==> src/hdl/pulse_out_pkg.sv <==
// package: register map, field layout, encodings and timing for the output line pulse block
package pulse_out_pkg;
   // avalon word addresses are byte addresses, one aligned word each
   localparam logic [3:0]  ctrl_offset      = 4'h0;
   localparam logic [3:0]  lead_offset      = 4'h4;
   localparam logic [3:0]  width_offset     = 4'h8;
   localparam logic [3:0]  fire_offset      = 4'hc;
   localparam int          addr_width       = 4;
   // ctrl register fields
   localparam int          source_lsb       = 0;
   localparam int          source_width     = 3;
   localparam int          edge_lsb         = 4;
   localparam int          edge_width       = 2;
   localparam int          count_width      = 16;
   localparam int          outputs_num      = 4;
   // this block drives output number line_index; bit 1 of the fire mask is output 1
   localparam int          line_index       = 1;
   // reset values
   localparam logic [2:0]  source_reset     = 3'h0;
   localparam logic [1:0]  edge_reset       = 2'h0;
   localparam logic [15:0] lead_reset       = 16'h0000;
   localparam logic [15:0] width_reset      = 16'h0001;
   // microsecond tick from the 20 MHz clock
   localparam int          clk_mhz          = 20;
   localparam int          tick_time_us     = 1;
   localparam int          tick_cycles      = tick_time_us * clk_mhz;
   localparam int          tick_width       = 5;

   typedef enum logic [2:0] {
      pulse_on_second_input       = 3'b000,
      pulse_on_first_net_command  = 3'b001,
      pulse_on_second_net_command = 3'b010,
      pulse_on_host_command       = 3'b011,
      exposure_level_output       = 3'b100
   } source_type;

   typedef enum logic [1:0] {
      upward_transition   = 2'b00,
      downward_transition = 2'b01,
      either_transition   = 2'b10
   } edge_type;

   typedef enum logic [1:0] {
      st_idle  = 2'b00,
      st_lead  = 2'b01,
      st_pulse = 2'b10
   } state_type;
endpackage

==> src/hdl/output_line_pulse_generator.sv <==
// output line pulse generator: source select, edge qualify, lead delay, pulse width
//
// Decided for this implementation: register access over Avalon-MM and the register offsets.
`timescale 1ns/1ns
module output_line_pulse_generator
   import pulse_out_pkg::*;
(
   // clock and reset
   input  wire logic        clk,
   input  wire logic        rst_n,
   // avalon-mm slave
   input  wire logic [3:0]  address,
   input  wire logic        read,
   input  wire logic        write,
   input  wire logic [31:0] writedata,
   input  wire logic [3:0]  byteenable,
   output logic [31:0]      readdata,
   output logic             waitrequest,
   // event sources
   input  wire logic        second_input_pin,
   input  wire logic        net_command_1,
   input  wire logic        net_command_2,
   input  wire logic        exposure_active,
   // output line
   output logic             line_out
);
   import pulse_out_pkg::*;

   // settings registers
   logic [2:0]             source_q;
   logic [1:0]             edge_q;
   logic [count_width-1:0] lead_q;
   logic [count_width-1:0] width_q;
   logic                   host_fire_q;
   state_type              state_q;
   state_type              state_d;
   logic [count_width-1:0] cnt_q;
   logic [count_width-1:0] cnt_d;
   logic                   src_q;
   logic [31:0]            rdata_d;
   logic                   line_d;

   function automatic logic [15:0] merge16(input logic [15:0] old, input logic [31:0] wd, input logic [3:0] be);
      merge16 = {be[1] ? wd[15:8] : old[15:8], be[0] ? wd[7:0] : old[7:0]};
   endfunction

   // input 2 is a pin, so it is synchronised before any logic looks at it
   logic input2_sync;
   sync_two_flop u_sync (
      .clk      (clk),
      .rst_n    (rst_n),
      .async_in (second_input_pin),
      .sync_out (input2_sync)
   );

   // bus decode; one wait cycle so read data always come from a register
   wire access   = read || write;
   wire do_write = write && !waitrequest;
   wire wr_ctrl  = do_write && (address == ctrl_offset);
   wire wr_lead  = do_write && (address == lead_offset);
   wire wr_width = do_write && (address == width_offset);
   wire wr_fire  = do_write && (address == fire_offset) && byteenable[0];

   // unmapped addresses read zero and ignore writes
   always_comb begin
      rdata_d = 32'h0000_0000;
      if (address == ctrl_offset) begin
         rdata_d = {24'h00_0000, state_q, edge_q, 1'b0, source_q};
      end else if (address == lead_offset) begin
         rdata_d = {16'h0000, lead_q};
      end else if (address == width_offset) begin
         rdata_d = {16'h0000, width_q};
      end else if (address == fire_offset) begin
         rdata_d = {31'h0000_0000, line_out};
      end
   end

   // waitrequest is a flop: high while idle, low for the one cycle after a request is seen
   // same latency as a decoded version, and the bus output carries no decode glitches
   always_ff @(posedge clk or negedge rst_n) begin
      if (!rst_n) begin
         waitrequest <= 1'b1;
         readdata    <= 32'h0000_0000;
      end else begin
         waitrequest <= !(access && waitrequest);
         readdata    <= rdata_d;
      end
   end

   // settings storage
   always_ff @(posedge clk or negedge rst_n) begin
      if (!rst_n) begin
         source_q <= source_reset;
         edge_q   <= edge_reset;
         lead_q   <= lead_reset;
         width_q  <= width_reset;
      end else begin
         if (wr_ctrl && byteenable[0]) begin
            source_q <= writedata[source_lsb +: source_width];
            edge_q   <= writedata[edge_lsb +: edge_width];
         end
         if (wr_lead) begin
            lead_q <= merge16(lead_q, writedata, byteenable);
         end
         if (wr_width) begin
            width_q <= merge16(width_q, writedata, byteenable);
         end
      end
   end

   // host fire bit: only bit line_index of the mask concerns this line
   wire host_fire = wr_fire && writedata[line_index];

   // the host command is a one-cycle high level so an upward edge follows
   always_ff @(posedge clk or negedge rst_n) begin
      if (!rst_n) begin
         host_fire_q <= 1'b0;
      end else begin
         host_fire_q <= host_fire;
      end
   end

   // source selection
   wire src_level = (source_q == pulse_on_second_input)       ? input2_sync :
                    (source_q == pulse_on_first_net_command)  ? net_command_1 :
                    (source_q == pulse_on_second_net_command) ? net_command_2 :
                    (source_q == pulse_on_host_command)       ? host_fire_q :
                    1'b0;

   // edge qualification; host pulses count as an edge in any mode
   wire rise    = src_level && !src_q;
   wire fall    = !src_level && src_q;
   wire host_src = (source_q == pulse_on_host_command);
   wire trig    = host_src ? rise :
                  (edge_q == upward_transition)   ? rise :
                  (edge_q == downward_transition) ? fall :
                  (edge_q == either_transition)   ? rise || fall :
                  1'b0;
   wire level_mode = (source_q == exposure_level_output);

   always_ff @(posedge clk or negedge rst_n) begin
      if (!rst_n) begin
         src_q <= 1'b0;
      end else begin
         src_q <= src_level;
      end
   end

   // microsecond tick restarted on each accepted trigger
   wire start = trig && (state_q == st_idle) && !level_mode;
   logic tick;
   us_tick_gen u_tick (
      .clk     (clk),
      .rst_n   (rst_n),
      .restart (start),
      .tick    (tick)
   );

   // lead delay then pulse width, triggers ignored when not idle
   always_comb begin
      state_d = state_q;
      cnt_d   = cnt_q;
      case (state_q)
         st_idle: begin
            if (start) begin
               cnt_d = lead_q;
               state_d = (lead_q == '0) ? st_pulse : st_lead;
               if (lead_q == '0) begin
                  cnt_d = width_q;
               end
            end
         end
         st_lead: begin
            if (tick) begin
               if (cnt_q <= 16'h0001) begin
                  state_d = st_pulse;
                  cnt_d   = width_q;
               end else begin
                  cnt_d = cnt_q - 1'b1;
               end
            end
         end
         st_pulse: begin
            if (tick) begin
               if (cnt_q <= 16'h0001) begin
                  state_d = st_idle;
                  cnt_d   = '0;
               end else begin
                  cnt_d = cnt_q - 1'b1;
               end
            end
         end
         default: begin
            state_d = st_idle;
            cnt_d   = '0;
         end
      endcase
      if (level_mode) begin
         state_d = st_idle;
         cnt_d   = '0;
      end
   end

   // exposure mode bypasses the timer; one flop delay keeps the output registered
   assign line_d = level_mode ? exposure_active : (state_d == st_pulse);

   always_ff @(posedge clk or negedge rst_n) begin
      if (!rst_n) begin
         state_q  <= st_idle;
         cnt_q    <= '0;
         line_out <= 1'b0;
      end else begin
         state_q  <= state_d;
         cnt_q    <= cnt_d;
         line_out <= line_d;
      end
   end
endmodule

==> src/hdl/sync_two_flop.sv <==
// two flip-flop synchroniser for a level from outside the clock domain
`timescale 1ns/1ns
module sync_two_flop (
   // clock and reset
   input  wire logic clk,
   input  wire logic rst_n,
   // level in and out
   input  wire logic async_in,
   output logic      sync_out
);
   logic meta_q;

   // first stage read by the second only
   always_ff @(posedge clk or negedge rst_n) begin
      if (!rst_n) begin
         meta_q   <= 1'b0;
         sync_out <= 1'b0;
      end else begin
         meta_q   <= async_in;
         sync_out <= meta_q;
      end
   end
endmodule

==> src/hdl/us_tick_gen.sv <==
// microsecond tick generator running off the block clock
`timescale 1ns/1ns
module us_tick_gen
   import pulse_out_pkg::*;
(
   // clock and reset
   input  wire logic clk,
   input  wire logic rst_n,
   // restart and tick
   input  wire logic restart,
   output logic      tick
);
   logic [tick_width-1:0] cnt_q;
   logic [tick_width-1:0] cnt_d;
   wire                   wrap = (cnt_q == tick_width'(tick_cycles - 1));
   // the tick flop is set one count early so it is seen exactly tick_cycles after a restart
   wire                   last = (cnt_q == tick_width'(tick_cycles - 2));

   // restart aligns the first microsecond with the trigger
   assign cnt_d = (restart || wrap) ? '0 : cnt_q + 1'b1;

   always_ff @(posedge clk or negedge rst_n) begin
      if (!rst_n) begin
         cnt_q <= '0;
         tick  <= 1'b0;
      end else begin
         cnt_q <= cnt_d;
         tick  <= last && !restart;
      end
   end
endmodule

==> config.mk <==
export PLATFORM = sky130hd
export DESIGN_NAME = output_line_pulse_generator
export DESIGN_NICKNAME = d
export VERILOG_FILES = /design/src/hdl/pulse_out_pkg.sv /design/src/hdl/output_line_pulse_generator.sv /design/src/hdl/sync_two_flop.sv /design/src/hdl/us_tick_gen.sv
export SDC_FILE = /design/constraint.sdc
export NUM_CORES = 1
export LEC_CHECK = 0
export ABC_AREA = 0
export BUFFER_PORTS_ARGS = -buffer_cell sky130_fd_sc_hd__buf_4
export CORE_UTILIZATION = 45
export DETAILED_ROUTE_END_ITERATION = 8
export GPL_TIMING_DRIVEN = 0
export HOLD_SLACK_MARGIN = 0.06
export PLACE_DENSITY = 0.67
export SYNTH_ARGS = -nofsm -noshare
export SYNTH_HDL_FRONTEND = slang
export SYNTH_SLANG_ARGS = --single-unit
==> constraint.sdc <==
create_clock -name clk -period 2.9 [get_ports clk]
set_input_delay 0.58 -clock clk [delete_from_list [all_inputs] [get_ports clk]]
set_output_delay 0.58 -clock clk [all_outputs]
set_load 0.01 [all_outputs]
==> results_dict.tcl, run 1 <==
set metrics [dict create \
    grt_pass1_wl_mm 17.7 \
    cts-root-buf "clkbuf_8" \
    synth-seq-cells 83 \
    die_x_um 100 \
    cp_cell_sequence "nor2b_1 > a211oi_1 > a211oi_2 > ha_1 > nor4bb_2 > or4_4 > nor2_2 > a2111oi_0 > a211o_1 > nor2_1" \
    fin_cells 631 \
    powerDensity_mw_per_mm2 955 \
    p_leak_nw 2.44 \
    peakVddDrop_mv 0.448 \
    tns_ns 0 \
    hp-class "in -> reg" \
    setup_viol 0 \
    crit_type "reg -> reg" \
    crit_arrival_ns 2.92 \
    synth_area_mm2 0.00434 \
    swShare 0.422 \
    globalRouteOverflowTotal 0 \
    clk_latency_ns 0.36 \
    finalHoldViolCount 0 \
    cp_num_buf_inv 0 \
    drcViolationCount 0 \
    numCtsBuffers 9 \
    dpl_cell_area_mm2 0.00492 \
    cts_buffer_depth 2 \
    drive_above_1_share 0.289 \
    syn_inst 424 \
    nets 551 \
    final_max_slew_viol_count 0 \
    drt_first_pass_iters 9 \
    fmax_mhz 367 \
    io_buffers 47 \
    worst_pin_slew_ns 1.07 \
    vias 3535 \
    initial_core_util 0.467 \
    drv_cap 0 \
    status "finished clean" \
    area_delta_synth_final_pct 19.4 \
    ys_warn_count 0 \
    period_needed_ns 2.72 \
    end_kind "flop" \
    cts_tree "built" \
    dp_cells 616 \
    cts.sinks 83 \
    p_switching_mw 2.09 \
    crit_path_max_fanout 9 \
    grt_pass1_vias 3461 \
    async_flop_share 1.00 \
    antenna_found_initial 0 \
    clock_skew_ns 0.0161 \
    die_area_mm2 0.0100 \
    clkPwrFrac 0.197 \
    synth_ff_type "dfrtp_1" \
    p_comb_frac 0.470 \
    drt_first_iter_violations 264 \
    slowest_stage "nor4bb_2" \
    avgSynthCellArea_um2 10.2 \
    ant_nets 0 \
    intPower_mw 2.86 \
    post_cts_buffers 0 \
    p_total_mw 4.95 \
    period_share 0.939 \
    hpwlAfterDp_mm 7.84 \
    slew_headroom 0.289 \
    cpPeakStageDelay_ns 0.47 \
    vias_per_cell 5.60 \
    grt_setup_unrepaired "false" \
    pin_count 82 \
    grtUsageTotal 0.230 \
    core_mm2 0.00928 \
    synth-seq-area-share 0.480 \
    yosysUniqueCellTypes 60 \
    fin_area_mm2 0.00518 \
    rows 35 \
    cp-start-kind "flop" \
    grt_max_degree 84 \
    htree_levels 3 \
    wl_mm 10.7 \
    crit_required_ns 3.10 \
    p_seq_frac 0.333 \
    synth_edf_count 0 \
    diodes 0 \
    cts_hold_buf 0 \
    crit_family "compound AO/OA/AOI/OAI gates" \
    die_h_um 100 \
    clk_pin_slew_ns 0.09 \
    gp_congestion 0.922 \
    r2r_slack_ns 0.18 \
    routedWlPerCell_um 16.9 \
]
==> synthesized netlist by cell type (3+ instances only) <==
cell | number | share of area
xnor2_1 | 5 | 0.010
xor2_1 | 4 | 0.0081
nor2_1 | 41 | 0.035
a222oi_1 | 7 | 0.016
nand2_1 | 33 | 0.029
or4_1 | 3 | 0.0052
dfrtp_1 | 81 | 0.47
o2bb2ai_1 | 5 | 0.010
or3_1 | 4 | 0.0058
buf_6 | 4 | 0.010
nor3_1 | 8 | 0.0092
mux2_2 | 37 | 0.096
nand3_1 | 8 | 0.0092
nor3b_1 | 3 | 0.0052
ha_1 | 6 | 0.017
a22oi_1 | 14 | 0.024
o22ai_1 | 6 | 0.0087
a21oi_1 | 23 | 0.027
clkbuf_1 | 10 | 0.0087
nor4_1 | 10 | 0.014
o21ai_1 | 6 | 0.0069
buf_2 | 3 | 0.0035
buf_4 | 17 | 0.029
inv_1 | 12 | 0.010
nor2b_1 | 5 | 0.0072
o31ai_1 | 4 | 0.0069
o211ai_1 | 3 | 0.0052
o21ai_0 | 18 | 0.021
==> layout by cell type, fill, tap and decap left out, types with 9 or more instances in the layout <==
cell type,synthesis,routed
dfrtp_1,81,80
buf_4,17,65
nor2_1,41,40
mux2_2,37,37
nand2_1,33,33
a21oi_1,23,22
o21ai_0,18,18
conb_1,1,16
a22oi_1,14,14
inv_1,12,12
nor4_1,10,9
clkbuf_8,0,9
==> power by group through the flow <==
stage	clock [mW]	sequential [mW]	combinational (mW)
CTS	0.987	1.64	2.29
global route	1.04	1.69	2.58
finish	0.975	1.65	2.32
global placement	0	1.65	2.26
detailed placement	0	1.66	2.27
floorplan	0	1.59	1.76
==> cells by family (layout without fill, tap and decap cells) <==
group	after synthesis	in the layout	synth area share
flops	83	83	0.480
xor+xnor	9	9	0.0182
compound gates	102	102	0.155
simple gates	138	138	0.166
mux	39	39	0.101
fa+ha+maj	6	6	0.0173
other cells	1	16	0.000865
buf+inv	46	109	0.0623
==> what timing repair did <==
item | in CTS | in global routing
setup endpoints to repair | 16 | 13
cloned | 0 | 0
hold endpoints to repair | 0 | 0
gates resized for setup | 4 | 6
==> state kept, by name, indices dropped and copies added, names as in the netlist, 2 cells and up <==
register,flops
state_q,2
edge_q,2
readdata,16
lead_q,16
cnt_q,16
width_q,16
source_q,3
u_tick.cnt_q,5
==> per-layer routing <==
layer,up-vias,track usage,share of wire
li1,1669,-,-
met1,1723,0.313,0.44
met2,128,0.373,0.48
met3,15,0.0306,0.054
met4,0,0.0914,0.022
met5,-,0,0
==> final timing paths <==
check                                   startpoint                         to  cells past startpoint
setup reg to reg           source_q[1]$_DFFE_PN0P_       state_q[1]$_DFF_PN0_                     10
setup / recovery           source_q[1]$_DFFE_PN0P_       state_q[1]$_DFF_PN0_                     10
hold / removal                    second_input_pin    u_sync.meta_q$_DFF_PN0_                      1
min in group asynchronous                    rst_n     width_q[5]$_DFFE_PN0P_                      1
max in group asynchronous                    rst_n    source_q[1]$_DFFE_PN0P_                      1
hold reg to reg            u_sync.meta_q$_DFF_PN0_  u_sync.sync_out$_DFF_PN0_                      0
==> cell type report <==
cell class,count,area (um^2)
Sequential cell,83,2080
Buffer,33,225
Tap cell,129,161
Fill cell,855,4110
Clock buffer,9,124
Timing Repair Buffer,48,360
Clock inverter,7,106
Multi-Input combinational cell,310,2080
Inverter,12,45.0
==> metrics by stage <==
step | util | setup slack, ns | hold slack, ns
after floorplan | - | 0.331 | 0.284
after global placement | 0.529 | -0.167 | 0.334
after detailed placement | 0.530 | -0.178 | 0.352
after CTS | 0.556 | 0.00939 | 0.320
after global routing | 0.558 | 0.0177 | 0.316
final | 0.558 | 0.176 | 0.330
Power figures use the tool's default switching activity.
==> inputs of run 2 (changes only) <==
==> constraint.sdc (replaced) <==
create_clock -name clk -period 2.7 [get_ports clk]
set_input_delay 0.54 -clock clk [delete_from_list [all_inputs] [get_ports clk]]
set_output_delay 0.54 -clock clk [all_outputs]
set_load 0.01 [all_outputs]
==> results_dict.tcl, run 2 (same netlist as run 1, synthesis figures left out) <==
set metrics [dict create \
    cts_hold_buf 0 \
    clock_skew_ns 0.0141 \
    drt_first_iter_violations 284 \
    crit_path_max_fanout 8 \
    crit_required_ns 2.99 \
    grt_pass1_vias 3471 \
    dp_cells 616 \
    most-common-layout-cells "80 x dfrtp_1, 70 x buf_4, 40 x nor2_1" \
    min_path_cells 1 \
    cp_num_buf_inv 0 \
    cts.sinks 83 \
    reg2reg_depth 9 \
    ant_nets 0 \
    timing.rr.end "cnt_q[8]$_DFFE_PN0P_" \
    antenna_found_initial 0 \
    num-fill-cells 843 \
    final_max_slew_viol_count 0 \
    grt_pass1_wl_mm 17.7 \
    fin_area_mm2 0.00529 \
    setup_viol 0 \
    vias 3575 \
    die_x_um 100 \
    drt_first_pass_iters 9 \
    core_mm2 0.00928 \
    tns_ns 0 \
    drive_above_1_share 0.309 \
    drcViolationCount 0 \
    clk_pin_slew_ns 0.10 \
    globalRouteOverflowTotal 0 \
    fmax_mhz 377 \
    cp_num_cells 9 \
    die_h_um 100 \
    cp-start-kind "flop" \
    clk_latency_ns 0.36 \
    finalHoldViolCount 0 \
    area_delta_synth_final_pct 22.1 \
    highest_layer "met4" \
    grtUsageTotal 0.230 \
    end_kind "flop" \
    slew_headroom 0.311 \
    worst_pin_slew_ns 1.03 \
    holdWs_ns 0.286 \
    period_needed_ns 2.65 \
    crit_type "reg -> reg" \
    dpl_cell_area_mm2 0.00492 \
    diodes 0 \
    cpPeakStageDelay_ns 0.57 \
    p_leak_nw 2.50 \
    cts_buffer_depth 2 \
    powerDensity_mw_per_mm2 1030 \
    rows 35 \
    dr_wl_met2_mm 5.19 \
    nets 557 \
    reg2reg_from "source_q[0]$_DFFE_PN0P_" \
    hpwlAfterDp_mm 7.84 \
    slowest_stage "or4_4" \
    peakVddDrop_mv 0.503 \
    whs_endpoint "u_sync.meta_q$_DFF_PN0_" \
    grt_max_degree 84 \
    vias_per_cell 5.61 \
    initial_core_util 0.467 \
    hp-class "in -> reg" \
    layout_commonest_cell "dfrtp_1" \
    cts_tree "built" \
    pin_count 82 \
    crit_arrival_ns 2.95 \
    drv_cap 0 \
    status "finished clean" \
    numCtsBuffers 9 \
    cts-root-buf "clkbuf_8" \
    fin_cells 637 \
    min_from "second_input_pin" \
    htree_levels 3 \
    cp_cell_sequence "a211oi_1 > a211oi_2 > ha_2 > nor4bb_4 > or4_4 > o21ai_4 > nand2_1 > o22ai_1 > o2bb2ai_2" \
    gp_congestion 0.922 \
    period_share 0.983 \
    io_buffers 47 \
    crit_family "compound AO/OA/AOI/OAI gates" \
    p_total_mw 5.45 \
    die_area_mm2 0.0100 \
    dr_wl_met3_um 557 \
    routedWlPerCell_um 17.0 \
    wl_mm 10.9 \
    r2r_slack_ns 0.05 \
    wl_met1_mm 4.88 \
]
run 2: how the worst max path moves through the flow:
stage / from / end
2_1_floorplan: source_q[1]$_DFFE_PN0P_ / cnt_q[7]$_DFFE_PN0P_
3_3_place_gp: source_q[1]$_DFFE_PN0P_ / cnt_q[13]$_DFFE_PN0P_
3_5_place_dp: source_q[1]$_DFFE_PN0P_ / cnt_q[13]$_DFFE_PN0P_
4_1_cts: source_q[1]$_DFFE_PN0P_ / cnt_q[7]$_DFFE_PN0P_
5_1_grt: source_q[0]$_DFFE_PN0P_ / cnt_q[8]$_DFFE_PN0P_
6_report: source_q[0]$_DFFE_PN0P_ / cnt_q[8]$_DFFE_PN0P_
run 2: per-layer routing:
metal / up-vias / GRT usage
li1: 1681 / -
met1: 1756 / 0.313
met2: 122 / 0.374
met3: 16 / 0.0306
met4: 0 / 0.0914
met5: - / 0
run 2: cell type report:
class | count | area, um^2 | share of cell area
multi-input cells | 310 | 2140 | 0.404
flip-flops and latches | 83 | 2080 | 0.393
repair buffers | 55 | 418 | 0.0789
plain buffers | 32 | 220 | 0.0416
well taps | 129 | 161 | 0.0305
clock buffers | 9 | 124 | 0.0234
clock inverters | 7 | 106 | 0.0201
inverters | 12 | 45.0 | 0.00851
run 2: metrics by stage:
step / setup slack, ns / util
after detailed placement: -0.378 / 0.530
after global placement: -0.367 / 0.529
after floorplan: 0.131 / -
after CTS: -0.00647 / 0.558
after global routing: -0.0577 / 0.570
final: 0.0452 / 0.570
run 2: repair_timing:
action	4_1_cts	5_1_grt
cloned	0	1
setup endpoints to repair	18	17
gates resized for setup	9	14
buffers inserted	0	6
pin swaps	0	6
run 2: where the power goes:
part | internal, mW | total [mW] | switching, mW
Sequential | 1.49 | 1.77 | 0.281
Combinational | 1.11 | 2.63 | 1.52
Clock | 0.541 | 1.05 | 0.505
Total | 3.14 | 5.45 | 2.31
